==> src/lvds_sync_map.svh <==
// Register offsets, field positions, reset values and timing counts
`ifndef LVDS_SYNC_MAP_SVH
`define LVDS_SYNC_MAP_SVH

// Register byte offsets
`define REG_CFG_ONE        8'h00
`define REG_CFG_THREE      8'h04
`define REG_CFG_FIVE       8'h08
`define REG_CFG_SEVEN      8'h0C
`define REG_CFG_EIGHT      8'h10
`define REG_CFG_TEN        8'h14
`define REG_STATUS_ZERO    8'h18
`define REG_IRQ_STATUS     8'h1C
`define REG_IRQ_MASK       8'h20

// Field positions
`define CFG1_SYNC_FIFO_CLR 0
`define CFG3_SW_SYNC_SEL   0
`define CFG3_SW_SYNC       1
`define CFG5_SYNC_DLL_RST  0
`define CFG8_DLL_RESTART   0
`define CFG10_IFIXED_LSB   0
`define CFG10_DELAY_LSB    4
`define STAT0_DLL_LOCK     0
`define STAT0_TX_ON        1
`define STAT0_LEVEL_LSB    8
`define IRQ_SYNC           0
`define IRQ_LOCK           1
`define IRQ_UNLOCK         2
`define IRQ_OVERFLOW       3

// Reset values
`define CFG_BYTE_RST       8'h00
`define GAIN_RST           4'hF
`define IRQ_RST            4'h0

// Timing: link clock may not stand still longer than this while locked
`define CLK_PERIOD_NS      50
`define DLL_STALL_NS       1600
`define DLL_STALL_CYC      (`DLL_STALL_NS / `CLK_PERIOD_NS)
`define DLL_LOCK_EDGES     16

// Bus answers
`define RESP_OKAY          2'h0
`define RESP_SLVERR        2'h2

`endif

==> src/lvds_sync_pkg.sv <==
// Types shared by the input sync and delay lock block
package lvds_sync_pkg;

  // Delay lock loop progress
  typedef enum logic [1:0] {
    DLL_IDLE,
    DLL_SEEK,
    DLL_LOCKED
  } dll_state_t;

  // One captured word: sync flag on top of the 16-bit code
  typedef logic [16:0] link_word_t;

endpackage : lvds_sync_pkg

==> src/ddr_capture.sv <==
// Double-data-rate capture of data and sync on the sampled link clock
`timescale 1ns/1ps
module ddr_capture
  import lvds_sync_pkg::*;
#(
  parameter int TAPS = 16
) (
  // Clock and reset
  input  wire logic             aclk,
  input  wire logic             aresetn,
  // Link pins
  input  wire logic             half_rate_data_clock,
  input  wire logic [15:0]      link_data,
  input  wire logic             tx_enable_sync_line,
  // Delay setting
  input  wire logic [3:0]       dll_delay,
  // Captured words
  output logic                  word_valid,
  output link_word_t            word_data
);

  typedef struct packed {
    logic [1:0]      clk_sync;
    link_word_t      dat_first;
    link_word_t      dat_second;
    logic [TAPS-1:0] taps;
    logic            prev;
    logic            valid;
    link_word_t      word;
  } cap_state_t;

  cap_state_t st;
  cap_state_t next_st;
  logic       delayed;

  ////////////////////////////////////////////////////////////////////////////
  // Next state: two flops on every pin, then a delay line on the clock
  always_comb begin
    next_st            = st;
    next_st.clk_sync   = {st.clk_sync[0], half_rate_data_clock};
    next_st.dat_first  = {tx_enable_sync_line, link_data};
    next_st.dat_second = st.dat_first;
    next_st.taps       = {st.taps[TAPS-2:0], st.clk_sync[1]};
    delayed            = st.taps[dll_delay];
    next_st.prev       = delayed;
    // Both clock edges carry a word, flag travels with it
    next_st.valid      = delayed ^ st.prev;
    if (delayed ^ st.prev) begin
      next_st.word = st.dat_second;
    end
  end

  ////////////////////////////////////////////////////////////////////////////
  // State register
  always_ff @(posedge aclk) begin
    if (!aresetn) begin
      st <= '0;
    end else begin
      st <= next_st;
    end
  end

  assign word_valid = st.valid;
  assign word_data  = st.word;

endmodule : ddr_capture

==> src/lvds_input_sync_delay_lock.sv <==
// Input sync, transmit gate, FIFO and delay lock control with AXI4-Lite registers
`timescale 1ns/1ps
`include "lvds_sync_map.svh"
module lvds_input_sync_delay_lock
  import lvds_sync_pkg::*;
#(
  parameter int DEPTH = 8,
  parameter int PW    = 3
) (
  // Clock and reset
  input  wire logic        aclk,
  input  wire logic        aresetn,
  // AXI4-Lite write
  input  wire logic [7:0]  awaddr,
  input  wire logic [2:0]  awprot,
  input  wire logic        awvalid,
  output logic             awready,
  input  wire logic [31:0] wdata,
  input  wire logic [3:0]  wstrb,
  input  wire logic        wvalid,
  output logic             wready,
  output logic [1:0]       bresp,
  output logic             bvalid,
  input  wire logic        bready,
  // AXI4-Lite read
  input  wire logic [7:0]  araddr,
  input  wire logic [2:0]  arprot,
  input  wire logic        arvalid,
  output logic             arready,
  output logic [31:0]      rdata,
  output logic [1:0]       rresp,
  output logic             rvalid,
  input  wire logic        rready,
  // Link pins
  input  wire logic        half_rate_data_clock,
  input  wire logic [15:0] link_data,
  input  wire logic        tx_enable_sync_line,
  // Converter side
  output logic [15:0]      primary_code,
  output logic [15:0]      complement_code,
  output logic [4:0]       full_scale_mult,
  output logic             transmit_gate,
  output logic             sync_event,
  // Delay lock controls
  output logic [2:0]       dll_ifixed,
  output logic [3:0]       dll_delay,
  output logic             dll_locked,
  // Interrupt
  output logic             irq
);

  typedef struct packed {
    logic                    awready;
    logic                    wready;
    logic                    bvalid;
    logic [1:0]              bresp;
    logic                    arready;
    logic                    rvalid;
    logic [1:0]              rresp;
    logic [31:0]             rdata;
    logic                    aw_held;
    logic [7:0]              aw_addr;
    logic                    w_held;
    logic [7:0]              w_data;
    logic                    w_en;
    logic [7:0]              cfg1;
    logic [7:0]              cfg3;
    logic [7:0]              cfg5;
    logic [3:0]              gain;
    logic [7:0]              cfg10;
    logic [3:0]              irq_st;
    logic [3:0]              irq_msk;
    logic                    irq;
    dll_state_t              dll_st;
    logic [4:0]              lock_cnt;
    logic [7:0]              gap_cnt;
    logic [DEPTH-1:0][16:0]  mem;
    logic [PW:0]             wp;
    logic [PW:0]             rp;
    logic                    flag;
    logic [15:0]             sample;
    logic [15:0]             prim;
    logic [15:0]             comp;
    logic [4:0]              fs_mult;
    logic                    sync_pulse;
  } top_state_t;

  top_state_t st;
  top_state_t next_st;
  logic       cap_valid;
  link_word_t cap_word;
  logic       pop;
  logic       push;
  logic       full;
  logic       eff_flag;
  logic       do_write;
  logic       wr_restart;
  logic       dll_restart;
  logic [3:0] widx;
  logic [3:0] ridx;
  logic [3:0] irq_set;
  logic [3:0] irq_clr;
  logic [PW:0] level;

  ////////////////////////////////////////////////////////////////////////////
  // Address decode shared by reads and writes; zero means unmapped
  function automatic logic [3:0] reg_index(input logic [7:0] a);
    case (a)
      `REG_CFG_ONE:     reg_index = 4'h1;
      `REG_CFG_THREE:   reg_index = 4'h2;
      `REG_CFG_FIVE:    reg_index = 4'h3;
      `REG_CFG_SEVEN:   reg_index = 4'h4;
      `REG_CFG_EIGHT:   reg_index = 4'h5;
      `REG_CFG_TEN:     reg_index = 4'h6;
      `REG_STATUS_ZERO: reg_index = 4'h7;
      `REG_IRQ_STATUS:  reg_index = 4'h8;
      `REG_IRQ_MASK:    reg_index = 4'h9;
      default:          reg_index = 4'h0;
    endcase
  endfunction : reg_index

  ////////////////////////////////////////////////////////////////////////////
  // Link capture
  ddr_capture #(
    .TAPS (16)
  ) u_capture (
    .aclk                 (aclk),
    .aresetn              (aresetn),
    .half_rate_data_clock (half_rate_data_clock),
    .link_data            (link_data),
    .tx_enable_sync_line  (tx_enable_sync_line),
    .dll_delay            (st.cfg10[`CFG10_DELAY_LSB +: 4]),
    .word_valid           (cap_valid),
    .word_data            (cap_word)
  );

  ////////////////////////////////////////////////////////////////////////////
  // Next state
  always_comb begin
    next_st            = st;
    next_st.sync_pulse = 1'b0;
    irq_set            = 4'h0;
    irq_clr            = 4'h0;
    widx               = reg_index(st.aw_addr);
    ridx               = reg_index(araddr);
    level              = st.wp - st.rp;
    full               = (level == (PW+1)'(DEPTH));
    do_write           = st.aw_held && st.w_held && !st.bvalid;
    wr_restart         = do_write && st.w_en && (widx == 4'h5) &&
                         st.w_data[`CFG8_DLL_RESTART];

    // Write address and data taken in either order
    if (awvalid && st.awready) begin
      next_st.aw_held = 1'b1;
      next_st.aw_addr = awaddr;
      next_st.awready = 1'b0;
    end
    if (wvalid && st.wready) begin
      next_st.w_held = 1'b1;
      next_st.w_data = wdata[7:0];
      next_st.w_en   = wstrb[0];
      next_st.wready = 1'b0;
    end
    if (do_write) begin
      next_st.aw_held = 1'b0;
      next_st.w_held  = 1'b0;
      next_st.bvalid  = 1'b1;
      next_st.bresp   = (widx == 4'h0) ? `RESP_SLVERR : `RESP_OKAY;
      if (st.w_en) begin
        case (widx)
          4'h1:    next_st.cfg1    = st.w_data;
          4'h2:    next_st.cfg3    = st.w_data;
          4'h3:    next_st.cfg5    = st.w_data;
          4'h4:    next_st.gain    = st.w_data[3:0];
          4'h6:    next_st.cfg10   = st.w_data;
          4'h8:    irq_clr         = st.w_data[3:0];
          4'h9:    next_st.irq_msk = st.w_data[3:0];
          default: next_st.cfg1    = next_st.cfg1;
        endcase
      end
    end
    if (st.bvalid && bready) begin
      next_st.bvalid  = 1'b0;
      next_st.awready = 1'b1;
      next_st.wready  = 1'b1;
    end

    // Read answer one cycle after the address is taken
    if (arvalid && st.arready) begin
      next_st.arready = 1'b0;
      next_st.rvalid  = 1'b1;
      next_st.rresp   = (ridx == 4'h0) ? `RESP_SLVERR : `RESP_OKAY;
      case (ridx)
        4'h1:    next_st.rdata = {24'h0, st.cfg1};
        4'h2:    next_st.rdata = {24'h0, st.cfg3};
        4'h3:    next_st.rdata = {24'h0, st.cfg5};
        4'h4:    next_st.rdata = {28'h0, st.gain};
        4'h6:    next_st.rdata = {24'h0, st.cfg10};
        4'h7: begin
          next_st.rdata = 32'h0;
          next_st.rdata[`STAT0_DLL_LOCK] = (st.dll_st == DLL_LOCKED);
          next_st.rdata[`STAT0_TX_ON]    = st.flag;
          next_st.rdata[`STAT0_LEVEL_LSB +: PW+1] = level;
        end
        4'h8:    next_st.rdata = {28'h0, st.irq_st};
        4'h9:    next_st.rdata = {28'h0, st.irq_msk};
        default: next_st.rdata = 32'h0;
      endcase
    end
    if (st.rvalid && rready) begin
      next_st.rvalid  = 1'b0;
      next_st.arready = 1'b1;
    end

    // FIFO: push each captured word in order unless full (then flag overflow), drain one per cycle
    push = cap_valid && !full;
    pop  = (st.wp != st.rp);
    if (push) begin
      next_st.mem[st.wp[PW-1:0]] = cap_word;
      next_st.wp = st.wp + 1'b1;
    end
    if (cap_valid && full) begin
      irq_set[`IRQ_OVERFLOW] = 1'b1;
    end
    if (pop) begin
      next_st.rp = st.rp + 1'b1;
    end

    // Gate source: software bits or the flag that rode with the word
    if (st.cfg3[`CFG3_SW_SYNC_SEL]) begin
      eff_flag = st.cfg3[`CFG3_SW_SYNC];
    end else if (pop) begin
      eff_flag = st.mem[st.rp[PW-1:0]][16];
    end else begin
      eff_flag = st.flag;
    end
    next_st.flag = eff_flag;
    if (!eff_flag) begin
      next_st.sample = 16'h0000;
    end else if (pop) begin
      next_st.sample = st.mem[st.rp[PW-1:0]][15:0];
    end

    // Rising sync flag: event, then its selected effects
    dll_restart = wr_restart;
    if (eff_flag && !st.flag) begin
      next_st.sync_pulse = 1'b1;
      irq_set[`IRQ_SYNC] = 1'b1;
      if (st.cfg1[`CFG1_SYNC_FIFO_CLR]) begin
        next_st.rp = push ? st.wp + 1'b1 : st.wp;
      end
      if (st.cfg5[`CFG5_SYNC_DLL_RST]) begin
        dll_restart = 1'b1;
      end
    end

    // Output codes: unsigned input, primary is 65535 minus code
    next_st.comp    = st.sample;
    next_st.prim    = 16'hFFFF - st.sample;
    next_st.fs_mult = {1'b0, st.gain} + 5'h01;

    // Delay lock: count steady link edges, drop lock when clock stalls
    next_st.gap_cnt = cap_valid ? 8'h00 : st.gap_cnt + 8'h01;
    case (st.dll_st)
      DLL_IDLE: begin
        next_st.gap_cnt = 8'h00;
      end
      DLL_SEEK: begin
        if (cap_valid) begin
          next_st.lock_cnt = st.lock_cnt + 5'h01;
          if (st.lock_cnt == 5'(`DLL_LOCK_EDGES - 1)) begin
            next_st.dll_st    = DLL_LOCKED;
            irq_set[`IRQ_LOCK] = 1'b1;
          end
        end else if (st.gap_cnt == 8'(`DLL_STALL_CYC)) begin
          next_st.lock_cnt = 5'h00;
        end
      end
      DLL_LOCKED: begin
        if (!cap_valid && st.gap_cnt == 8'(`DLL_STALL_CYC)) begin
          next_st.dll_st       = DLL_IDLE;
          irq_set[`IRQ_UNLOCK] = 1'b1;
        end
      end
      default: begin
        next_st.dll_st = DLL_IDLE;
      end
    endcase
    if (dll_restart) begin
      next_st.dll_st   = DLL_SEEK;
      next_st.lock_cnt = 5'h00;
      next_st.gap_cnt  = 8'h00;
    end

    // Sticky interrupt bits: a new event wins over a clear
    next_st.irq_st = (st.irq_st & ~irq_clr) | irq_set;
    next_st.irq    = |(next_st.irq_st & st.irq_msk);
  end

  ////////////////////////////////////////////////////////////////////////////
  // State register
  always_ff @(posedge aclk) begin
    if (!aresetn) begin
      st         <= '0;
      st.awready <= 1'b1;
      st.wready  <= 1'b1;
      st.arready <= 1'b1;
      st.cfg1    <= `CFG_BYTE_RST;
      st.cfg3    <= `CFG_BYTE_RST;
      st.cfg5    <= `CFG_BYTE_RST;
      st.gain    <= `GAIN_RST;
      st.cfg10   <= `CFG_BYTE_RST;
      st.irq_st  <= `IRQ_RST;
      st.irq_msk <= `IRQ_RST;
      st.dll_st  <= DLL_IDLE;
      st.prim    <= 16'hFFFF;
      st.fs_mult <= 5'h10;
    end else begin
      st <= next_st;
    end
  end

  ////////////////////////////////////////////////////////////////////////////
  // Outputs
  assign awready         = st.awready;
  assign wready          = st.wready;
  assign bvalid          = st.bvalid;
  assign bresp           = st.bresp;
  assign arready         = st.arready;
  assign rvalid          = st.rvalid;
  assign rresp           = st.rresp;
  assign rdata           = st.rdata;
  assign primary_code    = st.prim;
  assign complement_code = st.comp;
  assign full_scale_mult = st.fs_mult;
  assign transmit_gate   = st.flag;
  assign sync_event      = st.sync_pulse;
  assign dll_ifixed      = st.cfg10[`CFG10_IFIXED_LSB +: 3];
  assign dll_delay       = st.cfg10[`CFG10_DELAY_LSB +: 4];
  assign dll_locked      = (st.dll_st == DLL_LOCKED);
  assign irq             = st.irq;
endmodule : lvds_input_sync_delay_lock

==> config.mk <==
export PLATFORM = sky130hd
export DESIGN_NAME = lvds_input_sync_delay_lock
export DESIGN_NICKNAME = d
export VERILOG_FILES = /design/src/lvds_sync_pkg.sv /design/src/ddr_capture.sv /design/src/lvds_input_sync_delay_lock.sv
export VERILOG_INCLUDE_DIRS = /design/src
export SDC_FILE = /design/constraint.sdc
export NUM_CORES = 1
export LEC_CHECK = 0
export BUFFER_PORTS_ARGS = -buffer_cell sky130_fd_sc_hd__buf_2
export CORE_ASPECT_RATIO = 0.6
export CORE_MARGIN = 1.5
export CORE_UTILIZATION = 60
export CTS_BUF_LIST = sky130_fd_sc_hd__clkbuf_8
export DETAILED_ROUTE_END_ITERATION = 16
export GPL_ROUTABILITY_DRIVEN = 0
export PLACE_DENSITY_LB_ADDON = 0.25
export SKIP_LAST_GASP = 1
export SLEW_MARGIN = 10
export SYNTH_ARGS = -nofsm -noshare
export SYNTH_HDL_FRONTEND = slang
export SYNTH_SLANG_ARGS = --single-unit
==> constraint.sdc <==
create_clock -name aclk -period 7.1 [get_ports aclk]
set_input_delay 0.71 -clock aclk [delete_from_list [all_inputs] [get_ports aclk]]
set_output_delay 0.71 -clock aclk [all_outputs]
set_load 0.05 [all_outputs]
==> metrics.md <==
| Metric | Value |
|---|---|
| Final Hold Viols | `0` |
| CP max stage delay | `approximately 1.2 ns` |
| Tcrit/Tclk final | `0.5572` |
| Top-count cell post-synth | `dfxtp_1` |
| Syn. warnings | `0` |
| Hold_sp | `link_data[3]` |
| Port Buf Inserts | `between 100 and 150` |
| First-pass GRT wire length | `roughly 53,000 um` |
| Number of H-tree levels | `2` |
| Drt first pass iters | `6` |
| Root Driver | `clkbuf_8` |
| CP Launch Type | `register` |
| DRC viols | `0` |
| Post-Route Skew | `approximately 0.015 ns` |
| Final wirelength | `about 33,000 um` |
| Tot GR Track Use | `0.2586` |
| Final net count | `1,651` |
| Initial core utilization | `0.6124` |
| Setup Buffers After CTS | `0` |
| Vias in the first global route | `slightly above 10,000` |
| CTS Buf Count | `52` |
| RSZ-0062 raised after global routing | `no` |
| Core area | `24,280 um2` |
| DRT iter0 DRCs | `approximately 1,000` |
| Post-synth cell types | `73` |
| CTS Sinks | `around 370` |
| Diode count | `0` |
| Largest net degree at the start of global routing | `111` |
| CTS max path bufs | `3` |
| Worst Hold Class | `input port to register` |
| Syn-to-layout area delta | `7.540%` |
| Cell taking the most area after synthesis | `dfxtp_1` |
| HPWL Detailed | `approximately 21,000 um` |
| Max Slew Vio Count | `0` |
| ANT nets after route | `0` |
| Seq/Total Area, Yosys | `0.4955` |
| Commonest cells post-synth | `368 x dfxtp_1, 174 x nand3_1, 156 x o21ai_0` |
| Largest fanout on the critical path | `40` |
| Asr flop ratio synth | `0` |
| Critical Path End Type | `register` |
| Vias | `about 11,000` |
| Synthesized area | `between 10,000 and 15,000 um2` |
| Post-route minimum period | `~4.0 ns` |
| Chip Height | `about 120 um` |
| Ranking of synthesized cells by area | `dfxtp_1 50%, nand3_1 5.9%, o21ai_0 5.3%` |
| Fillers | `slightly below 2,000` |
| Wirelength per Cell | `roughly 17 um` |
| I/O pins | `172` |
| Register area | `roughly 7400 um2` |
| Power per cell area | `264.9 nW/um2` |
| Site Rows | `44` |
| Yosys reg bits | `around 370` |
| Worst-margin pin slew | `around 1.2 ns` |
| Hold Crit Endpoint | `u_capture.next_st[38]$_SDFF_PN0_` |
| Critical-path top delay cell | `o311ai_2` |
| Vias/cell | `~5.7` |
| Die area | `roughly 26,000 um2` |
| Final TNS setup | `0 ns` |
| Multi-input gate area | `6381 um2` |
| Cells along the critical path | `buf_4, ha_1, fa_1, xor2_1, nand3_1, o311ai_2, buf_4, nand3_1, o21ai_0` |
| Fmax | `around 0.25 GHz` |
| WP data arrival | `approximately 4.5 ns` |
| Post-synth EDFFs | `0` |
| Worst-Skew Late Latency | `about 0.59 ns` |
| Worst r2r dst | `st[75]$_SDFFE_PN0P_` |
| Outcome | `complete, no violations` |
| Post-CTS Hold Fix Bufs | `0` |
| Die Wd | `roughly 210 um` |
| Cts repair resizes | `0` |
| Slew headroom | `0.1982` |
| CTS tree | `built` |
| Synth Flop Type | `dfxtp_1` |
| Post-layout util | `0.6586` |
| Hold path depth | `2` |
| Layout cells sized above 1 | `0.1619` |
| Clk slew on worst S/H paths | `0.07 ns` |
| Worst VDD drop | `around 150 uV` |
| Mapped Cells | `1,538` |
| Initial antenna violation count | `0` |
| CP Class | `register to register` |
| Worst R2R Path Depth | `9` |
| Mean Syn Cell Area | `between 9 and 10 um2` |
| Max cap viols | `0` |
| Overflow after GRT | `0` |
| R2r startpoint | `st[55]$_SDFF_PN0_` |
| CP Data Required Time | `7.60 ns` |
| Synth top area share | `0.4955` |
| Lkg Pwr | `6.422 nW` |
| Final setup fails | `0` |
| R2R setup slack | `between 3 and 4 ns` |
-- layout make-up --
class,count,share of cell area
Clock buffer,64,0.05509
Clock inverter,27,0.007121
Sequential cell,368,0.4608
Timing Repair Buffer,133,0.04468
Multi-Input combinational cell,968,0.3991
Inverter,34,0.007982
Tap cell,322,0.02520
-- how the worst max path moves through the flow --
stage                                 start                       end  slack (ns)  cells past startpoint
after floorplan           st[57]$_SDFF_PN0_  next_st[12]$_SDFFE_PN0N_        4.14                     11
after global placement    st[55]$_SDFF_PN0_       st[73]$_SDFFE_PN0P_        3.30                      9
after detailed placement  st[55]$_SDFF_PN0_       st[64]$_SDFFE_PN0P_        3.19                      9
after CTS                 st[55]$_SDFF_PN0_       st[68]$_SDFFE_PN0P_        3.17                      9
after global routing      st[55]$_SDFF_PN0_       st[65]$_SDFFE_PN0P_        2.85                      9
final                     st[55]$_SDFF_PN0_       st[75]$_SDFFE_PN0P_        3.14                      9
-- worst max-delay path, delay by kind of cell, from the launching register on --
family | cells | cell delay (ns)
xor gates and xnor gates | 1 | 0.18
adders and majority gates | 2 | 0.50
buffers and inverters | 2 | 1.00
and+or+nand+nor | 2 | 0.56
DFF | 1 | 0.31
AOI/OAI and AO/OA | 2 | 1.27
-- power by group --
part / switching [mW] / internal [mW]
Combinational: 0.379 / 0.134
Clock: 0.762 / 0.810
Sequential: 0.0325 / 2.12
Total: 1.17 / 3.06
-- layer usage --
metal	wire, um	GRT usage
met5	0	0
met4	339	0.05882
met3	2879	0.05292
met2	13310	0.3583
met1	16570	0.4092
-- cell usage in the layout (no fill, tap or decap), drive strengths merged, types with 8 or more instances in the layout --
cell type and n:
xnor2 9, and3 9, conb 22, o311ai 8, dfxtp 368, clkbuf 64
nand3 174, buf 133, and2 75, o21ai 157, o211a 17, inv 56
nor3 20, a22oi 8, mux2i 73, a21oi 53, nor2 60, mux4 36
nand2 132, ha 10
-- through the flow --
| step | power, mW | hold WS (ns) | instances | setup slack [ns] | cell area (um2) |
|---|---|---|---|---|---|
| after detailed placement | 2.702 | 0.4184 | 1825 | 3.195 | 14990 |
| after CTS | 4.268 | 0.2884 | 1916 | 3.171 | 15990 |
| final | 4.236 | 0.3303 | 1916 | 3.144 | 15990 |
| after floorplan | 2.600 | 0.4119 | 1559 | 4.141 | 14950 |
| after global routing | 4.412 | 0.3099 | 1916 | 2.846 | 15990 |
| after global placement | 2.694 | 0.4181 | 1825 | 3.298 | 14990 |
-- cells by family (layout without fill, tap and decap cells) --
logic type,Yosys count,count (layout),synth area share
AO/OA/AOI/OAI,289,289,0.1203
AND/OR/NAND/NOR,517,517,0.1750
buffers and inverters,223,258,0.08062
flip-flops,368,368,0.4955
adder cells (fa/ha/maj),11,11,0.009762
XOR/XNOR,16,16,0.01069
other,1,22,0.0002522
multiplexers,113,113,0.1080
-- state kept, by name, indices dropped and copies added, names as in the netlist, 4 cells and up --
name,count
next_st,16
rdata,12
u_capture.word_data,17
st,215
dll_delay,4
u_capture.next_st,34
full_scale_mult,5
complement_code,16
u_capture.st,19
primary_code,16
(Power assumes the default switching activity.)
